### src/hw/fcd_pkg.sv
// package for the fp / cop2 opcode decoder: field positions, encodings, types
package fcd_pkg;
    // ==========================================================
    // instruction field positions
    localparam int FCD_OP_HI    = 31;
    localparam int FCD_OP_LO    = 26;
    localparam int FCD_FMT_HI   = 25;
    localparam int FCD_FMT_LO   = 21;
    localparam int FCD_FN_HI    = 5;
    localparam int FCD_FN_LO    = 0;
    localparam int FCD_SHORT_FORMAT_FIELD_HI  = 2;
    localparam int FCD_SHORT_FORMAT_FIELD_LO  = 0;
    localparam int FCD_TF_BIT   = 16;

    // ==========================================================
    // major opcodes of the groups handled here
    localparam logic [5:0] FCD_OP_COP1  = 6'h11;
    localparam logic [5:0] FCD_OP_COP2  = 6'h12;
    localparam logic [5:0] FCD_OP_FP_INDEXED_OPCODE_GROUP = 6'h13;

    // ==========================================================
    // format encodings (5-bit field and short 3-bit field)
    localparam logic [4:0] FCD_FMT_MOVE_MAX = 5'h0f;
    localparam logic [4:0] FCD_FMT_S        = 5'h10;
    localparam logic [4:0] FCD_FMT_D        = 5'h11;
    localparam logic [4:0] FCD_FMT_W        = 5'h14;
    localparam logic [4:0] FCD_FMT_L        = 5'h15;
    localparam logic [4:0] FCD_FMT_PS       = 5'h16;
    localparam logic [2:0] FCD_F3_S         = 3'h0;
    localparam logic [2:0] FCD_F3_D         = 3'h1;
    localparam logic [2:0] FCD_F3_W         = 3'h4;
    localparam logic [2:0] FCD_F3_L         = 3'h5;
    localparam logic [2:0] FCD_F3_PS        = 3'h6;

    // ==========================================================
    // decoded data type
    typedef enum logic [2:0] {
        FCD_DT_NONE   = 3'h0,
        FCD_DT_SINGLE = 3'h1,
        FCD_DT_DOUBLE = 3'h2,
        FCD_DT_WORD   = 3'h3,
        FCD_DT_LONG   = 3'h4,
        FCD_DT_PAIRED = 3'h5,
        FCD_DT_RSVD   = 3'h6
    } fcd_dtype_t;

    // decoded operation class
    typedef enum logic [4:0] {
        FCD_OPC_NONE      = 5'h00,
        FCD_OPC_ARITH     = 5'h01,
        FCD_OPC_ROUND     = 5'h02,
        FCD_OPC_CONDMOVE  = 5'h03,
        FCD_OPC_RECIP     = 5'h04,
        FCD_OPC_CONVERT_TO_SINGLE     = 5'h05,
        FCD_OPC_CONVERT_TO_DOUBLE     = 5'h06,
        FCD_OPC_CVT_W     = 5'h07,
        FCD_OPC_CVT_L     = 5'h08,
        FCD_OPC_XLOAD     = 5'h09,
        FCD_OPC_XSTORE    = 5'h0a,
        FCD_OPC_XPREF     = 5'h0b,
        FCD_OPC_FMA       = 5'h0c,
        FCD_OPC_C1_MOVE   = 5'h0d,
        FCD_OPC_C1_BRANCH = 5'h0e,
        FCD_OPC_C2_MOVE   = 5'h0f,
        FCD_OPC_C2_BRANCH = 5'h10,
        FCD_OPC_C2_OP     = 5'h11
    } fcd_opclass_t;

    // decoder result bundle
    typedef struct packed {
        logic         valid;     // instruction belongs to a handled group
        fcd_dtype_t   dtype;
        fcd_opclass_t opclass;
        logic [2:0]   sub;       // column within the row (which op)
        logic         tf;        // true/false select for fp-flag moves
        logic         reserved;  // reserved encoding
        logic         illegal;   // 64-bit fp disabled on a long-format or indexed op, even if reserved
    } fcd_result_t;

    localparam fcd_result_t FCD_RESULT_RST = '0;
endpackage

### src/hw/fcd_decoder.sv
// fp coprocessor, indexed fp group and cop2 opcode decoder, registered result
module fcd_decoder
    import fcd_pkg::*;
(
    input  wire logic        clk_in,
    input  wire logic        rst_n_in,
    input  wire logic [31:0] instr_in,
    input  wire logic        fp64_enable_in,
    output fcd_result_t      result_out
);
    // ==========================================================
    // field extraction
    wire logic [5:0] major   = instr_in[FCD_OP_HI:FCD_OP_LO];
    wire logic [4:0] fmt     = instr_in[FCD_FMT_HI:FCD_FMT_LO];
    wire logic [2:0] fn_row  = instr_in[FCD_FN_HI:FCD_FN_HI-2];
    wire logic [2:0] fn_col  = instr_in[FCD_FN_LO+2:FCD_FN_LO];
    wire logic [2:0] short_format_field = instr_in[FCD_SHORT_FORMAT_FIELD_HI:FCD_SHORT_FORMAT_FIELD_LO];
    wire logic       true_false_select_bit = instr_in[FCD_TF_BIT];
    wire logic [1:0] rs_row  = fmt[4:3];
    wire logic [2:0] rs_col  = fmt[2:0];

    wire logic is_cop1 = (major == FCD_OP_COP1);
    wire logic is_cop2 = (major == FCD_OP_COP2);
    wire logic fp_indexed_opcode_group = (major == FCD_OP_FP_INDEXED_OPCODE_GROUP);

    // ==========================================================
    // format decode, shared by both format widths
    function automatic fcd_dtype_t dt_of_fmt(input logic [4:0] f);
        unique case (f)
            FCD_FMT_S:  dt_of_fmt = FCD_DT_SINGLE;
            FCD_FMT_D:  dt_of_fmt = FCD_DT_DOUBLE;
            FCD_FMT_W:  dt_of_fmt = FCD_DT_WORD;
            FCD_FMT_L:  dt_of_fmt = FCD_DT_LONG;
            FCD_FMT_PS: dt_of_fmt = FCD_DT_PAIRED;
            default:    dt_of_fmt = (f <= FCD_FMT_MOVE_MAX) ? FCD_DT_NONE
                                                             : FCD_DT_RSVD;
        endcase
    endfunction

    // short code is the low bits of the long code with bits 4:3 forced to 10
    function automatic fcd_dtype_t dt_of_short_format_field(input logic [2:0] f3);
        dt_of_short_format_field = dt_of_fmt({2'b10, f3});
    endfunction

    // ==========================================================
    // cop1 decode
    wire fcd_dtype_t c1_dt      = dt_of_fmt(fmt);
    wire logic       c1_xfer    = (fmt <= FCD_FMT_MOVE_MAX);
    wire logic       c1_sd      = (c1_dt == FCD_DT_SINGLE) || (c1_dt == FCD_DT_DOUBLE);
    wire logic       c1_wl      = (c1_dt == FCD_DT_WORD) || (c1_dt == FCD_DT_LONG);
    // transfer space: row 00 moves at cols 0,2,3,4,6,7; row 01 col 0 branch
    wire logic c1_mv_ok = (rs_row == 2'b00) && (rs_col != 3'h1) && (rs_col != 3'h5);
    wire logic c1_br_ok = (rs_row == 2'b01) && (rs_col == 3'h0);
    wire logic convert_to_single_col = (fn_col == 3'h0) && (c1_dt != FCD_DT_SINGLE);
    wire logic convert_to_double_col = (fn_col == 3'h1) && (c1_dt != FCD_DT_DOUBLE);

    fcd_opclass_t c1_opc;
    // paired-single function space is not populated on this core, so it is reserved
    always_comb begin
        c1_opc = FCD_OPC_NONE;
        if (c1_xfer) begin
            if (c1_mv_ok)
                c1_opc = FCD_OPC_C1_MOVE;
            else if (c1_br_ok)
                c1_opc = FCD_OPC_C1_BRANCH;
        end else if (c1_sd) begin
            unique case (fn_row)
                3'h0: c1_opc = FCD_OPC_ARITH;
                3'h1: c1_opc = FCD_OPC_ROUND;
                3'h2: begin
                    if (fn_col == 3'h1 || fn_col == 3'h2 || fn_col == 3'h3)
                        c1_opc = FCD_OPC_CONDMOVE;
                    else if (fn_col == 3'h5 || fn_col == 3'h6)
                        c1_opc = FCD_OPC_RECIP;
                end
                3'h4: begin
                    if (convert_to_single_col)
                        c1_opc = FCD_OPC_CONVERT_TO_SINGLE;
                    else if (convert_to_double_col)
                        c1_opc = FCD_OPC_CONVERT_TO_DOUBLE;
                    else if (fn_col == 3'h4)
                        c1_opc = FCD_OPC_CVT_W;
                    else if (fn_col == 3'h5)
                        c1_opc = FCD_OPC_CVT_L;
                end
                default: c1_opc = FCD_OPC_NONE;
            endcase
        end else if (c1_wl && fn_row == 3'h4) begin
            if (fn_col == 3'h0)
                c1_opc = FCD_OPC_CONVERT_TO_SINGLE;
            else if (fn_col == 3'h1)
                c1_opc = FCD_OPC_CONVERT_TO_DOUBLE;
        end
    end

    // ==========================================================
    // indexed fp group decode
    wire fcd_dtype_t x_f3_dt = dt_of_short_format_field(short_format_field);
    wire logic x_ld  = (fn_row == 3'h0) && (fn_col == 3'h0 || fn_col == 3'h1
                                            || fn_col == 3'h5);
    wire logic x_st  = (fn_row == 3'h1) && (fn_col == 3'h0 || fn_col == 3'h1
                                            || fn_col == 3'h5);
    wire logic x_pf  = (fn_row == 3'h1) && (fn_col == 3'h7);
    wire logic x_fma = fn_row[2] && (fn_col == 3'h0 || fn_col == 3'h1);
    wire fcd_opclass_t x_opc = x_ld  ? FCD_OPC_XLOAD  :
                               x_st  ? FCD_OPC_XSTORE :
                               x_pf  ? FCD_OPC_XPREF  :
                               x_fma ? FCD_OPC_FMA    : FCD_OPC_NONE;
    // fma type comes from the column: 0 single, 1 double
    wire fcd_dtype_t x_dt = x_fma ? (fn_col[0] ? FCD_DT_DOUBLE : FCD_DT_SINGLE)
                                  : FCD_DT_NONE;

    // ==========================================================
    // cop2 decode
    wire logic c2_mv = (rs_row == 2'b00) && (rs_col != 3'h1) && (rs_col != 3'h5);
    wire logic c2_br = (rs_row == 2'b01) && (rs_col == 3'h0);
    wire fcd_opclass_t c2_opc = rs_row[1] ? FCD_OPC_C2_OP :
                                c2_mv     ? FCD_OPC_C2_MOVE :
                                c2_br     ? FCD_OPC_C2_BRANCH : FCD_OPC_NONE;

    // ==========================================================
    // result assembly
    fcd_result_t next_result;
    always_comb begin
        next_result = FCD_RESULT_RST;
        next_result.tf  = true_false_select_bit;
        next_result.sub = fn_col;
        if (is_cop1) begin
            next_result.valid    = 1'b1;
            next_result.dtype    = c1_dt;
            next_result.opclass  = c1_opc;
            next_result.sub      = c1_xfer ? rs_col : fn_col;
            next_result.reserved = (c1_opc == FCD_OPC_NONE);
            next_result.illegal  = (c1_dt == FCD_DT_LONG) && !fp64_enable_in;
        end else if (fp_indexed_opcode_group) begin
            next_result.valid    = 1'b1;
            next_result.dtype    = x_fma ? x_dt : FCD_DT_NONE;
            next_result.opclass  = x_opc;
            // short formats 2, 3 and 7 have no type: flag it only on indexed stores
            next_result.reserved = (x_opc == FCD_OPC_NONE)
                                   || (x_st && x_f3_dt == FCD_DT_RSVD);
            next_result.illegal  = !fp64_enable_in;
        end else if (is_cop2) begin
            next_result.valid    = 1'b1;
            next_result.opclass  = c2_opc;
            next_result.sub      = rs_col;
            next_result.reserved = (c2_opc == FCD_OPC_NONE);
        end
    end

    // registered so the pipeline stage sees a flop-driven result
    always_ff @(posedge clk_in or negedge rst_n_in) begin
        if (!rst_n_in)
            result_out <= FCD_RESULT_RST;
        else
            result_out <= next_result;
    end
endmodule

### config.mk
export PLATFORM = sky130hd
export DESIGN_NAME = fcd_decoder
export DESIGN_NICKNAME = d
export VERILOG_FILES = /design/src/hw/fcd_pkg.sv /design/src/hw/fcd_decoder.sv
export SDC_FILE = /design/constraint.sdc
export NUM_CORES = 1
export LEC_CHECK = 0
export BUFFER_PORTS_ARGS = -buffer_cell sky130_fd_sc_hd__buf_4
export CORE_MARGIN = 1
export CORE_UTILIZATION = 46
export CTS_CLUSTER_DIAMETER = 60
export DETAILED_ROUTE_END_ITERATION = 6
export HOLD_SLACK_MARGIN = 0.06
export PLACE_DENSITY_LB_ADDON = 0.12
export REMOVE_ABC_BUFFERS = 1
export SLEW_MARGIN = 25
export SYNTH_ARGS = -nofsm -noshare
export SYNTH_HDL_FRONTEND = slang
export SYNTH_SLANG_ARGS = --single-unit
### constraint.sdc
create_clock -name clk_in -period 0.8 [get_ports clk_in]
set_input_delay 0.08 -clock clk_in [delete_from_list [all_inputs] [get_ports clk_in]]
set_output_delay 0.08 -clock clk_in [all_outputs]
set_load 0.01 [all_outputs]
==> results.ini <==
[global_routing]
grt_use_met3_pct = 2.68
grt_use_met2_pct = 55.6
grt_antenna_before_repair = 0
track_usage_pct = 31.7
grt_start_max_net_pins = 16
grt_pass1_vias = 1303
grt_use_met1_pct = 38.1
grt-busiest-layer = met2
grt-ovfl-total = 0
grt_pass1_wl_um = 6090

[clock_network]
clk_pin_slew_ns = 0.09
cts_tree = done
cts_buffer_depth = 2
cts_buffers = 3
cts_sinks = 15
root_buffer = clkbuf_4
htree_levels = 1

[die]
dieArea_mm2 = 0.00264
die_w_um = 51.4
ioPinCount = 50
rows = 17
dieHeight_um = 51.4
initial_core_util_pct = 49.7
core_mm2 = 0.00225

[timing]
report.final.slew_viol_count = 0
setup_viol = 29
period_needed_ns = 1.30
final.setup.tns_ns = -4.01
worst_pin_slew_ns = 0.398
max_freq_mhz = 770
slew_headroom_pct = 73.3
rsz0062_at_grt = true
finalHoldViolCount = 0
setup_ws_ns = -0.498
period_share_pct = 162

[synth]
yosys_warnings = 0
syn_inst = 130
synth_xor_area_share_pct = 1.56
synth_simple_gate_area_share_pct = 32.0
ys_seq_area_share_pct = 33.5
ys_seq_elements = 15
synthMuxAreaShare_pct = 1.00
synth.avg_cell_area_um2 = 8.62
synth-edff-count = 0
yosys_most_used_dff = dfrtp_1
async_flop_share_pct = 100
synth_compound_area_share_pct = 25.1
synth_fa_ha_area_share_pct = 0
synth_top_family_by_area = simple AND/OR/NAND/NOR gates
synth.distinct_cells = 48
syn_area_mm2 = 0.00112

[finish]
reg_top3 = result_out x15
drive_gt1_share_pct = 55.8
fillers = 107
top_register = result_out
fin_util_pct = 88.7
n_antenna_cell = 0
area_delta_synth_final_pct = 78.5
multiInputGateArea_um2 = 843
layout_commonest_cell = buf_4
largest_reg_flops = 15
nets = 235
final_cell_mix = 46 x buf_4, 28 x buf_6, 15 x dfrtp_1
final-seq-area_um2 = 375

[outcome]
violations = negative setup slack
status = complete, but fails checks

[worst_setup_path]
worstPathRequired_ns = 1.02
max_stage_delay_ns = 0.55
cp-start-kind = input pin
crit_arrival_ns = 1.52
crit_path_max_fanout = 2
worstSetupPathType = input pin to flip-flop
crit_chain = buf_6 > or4b_4 > nor3_1 > o211ai_1 > a21oi_2 > a41o_1
slowest_stage = or4b_4
endpoint_kind = flip-flop

[job]
maxCapViolations = 0

[place]
place_congestion = 0.887
portBuffers = 35
dpl.hpwl_um = 2660

[detailed_routing]
antenna_left = 0
route.detailed.drc = 0
drt_iter0_drc = 78
drt-wirelength-per-cell_um = 21.7
first_pass_iters = 4
vias_per_cell = 6.32
vias = 1434
totalWireLength_um = 4920

[power]
p_leak_nw = 0.912
peakVddDrop_mv = 0.998
powerDensity_mw_per_mm2 = 960

[hold_path]
hold_path_class = input pin to flip-flop

[area by class of cell]
cell class              instances  share of cell area (%)
multi-input cells              98                    42.2
repair buffers                 78                    35.3
flip-flops and latches         15                    18.8
well taps                      28                    1.75
clock buffers                   4                    1.31
inverters                       4                   0.750
[Yosys cell counts, types with 3 or more instances]
| master | n | area share (%) |
|---|---|---|
| a21oi_1 | 6 | 2.7 |
| a31oi_1 | 4 | 2.2 |
| buf_2 | 4 | 1.8 |
| clkbuf_1 | 8 | 2.7 |
| dfrtp_1 | 15 | 33 |
| inv_1 | 4 | 1.3 |
| nand2_1 | 6 | 2.0 |
| nand2b_1 | 3 | 1.7 |
| nand4_1 | 4 | 2.2 |
| nor2_1 | 8 | 2.7 |
| nor2b_1 | 8 | 4.5 |
| nor3_1 | 7 | 3.1 |
| o21a_1 | 4 | 2.7 |
| o21ai_0 | 3 | 1.3 |
| o21ai_1 | 5 | 2.2 |
[final timing paths]
path | startpoint | end | slack [ns] | cells past startpoint
setup / recovery | instr_in[24] | result_out[1] | -0.50 | 6
hold / removal | instr_in[2] | result_out[5] | 0.13 | 4
max in group asynchronous | rst_n_in | result_out[11] | 0.47 | 2
min in group asynchronous | rst_n_in | result_out[1] | 0.16 | 2
[report_power, final]
part | total [mW] | internal (mW) | switching (mW) | leakage [nW]
registers | 0.783 | 0.774 | 0.00844 | 0.200
clock network | 0.444 | 0.194 | 0.250 | 0.0150
logic | 0.693 | 0.340 | 0.353 | 0.697
total | 1.92 | 1.31 | 0.611 | 0.912
[metrics by stage]
step	hold WS [ns]	power, mW	instances	setup slack (ns)	cell area [µm²]
after floorplan	-0.216	0.952	117	-0.567	1060
after global placement	-0.0651	1.29	214	-0.751	1610
after detailed placement	-0.0615	1.31	214	-0.774	1610
after CTS	0.138	1.81	226	-0.388	1890
after global routing	0.138	1.99	227	-0.508	2000
final	0.135	1.92	227	-0.498	2000
[cell families (layout without fill, tap and decap cells)]
| kind of cell | count (synthesis) | in the layout |
|---|---|---|
| AND/OR/NAND/NOR | 55 | 55 |
| AO/OA/AOI/OAI | 40 | 40 |
| buffers and inverters | 17 | 86 |
| flip-flops | 15 | 15 |
| XOR/XNOR | 2 | 2 |
| multiplexers | 1 | 1 |
[layer usage]
| metal | vias to the layer above | part of all wire, % |
|---|---|---|
| li1 | 622 | - |
| met1 | 665 | 37 |
| met2 | 116 | 50 |
| met3 | 31 | 7.9 |
| met4 | 0 | 5.0 |
| met5 | - | 0 |
[critical path, delay by kind of cell]
| family | cells | cell delay, ns |
|---|---|---|
| AO/OA/AOI/OAI | 3 | 0.59 |
| buffers and inverters | 1 | 0.09 |
| AND/OR/NAND/NOR | 2 | 0.76 |
[what timing repair did]
action,in CTS,in global routing
endpoints found under the hold margin,17,0
hold buffers,3,0
buffers inserted,5,3
resized for setup,47,22
setup endpoints to repair,26,29
pin swaps,9,4
(Power assumes the default switching activity.)
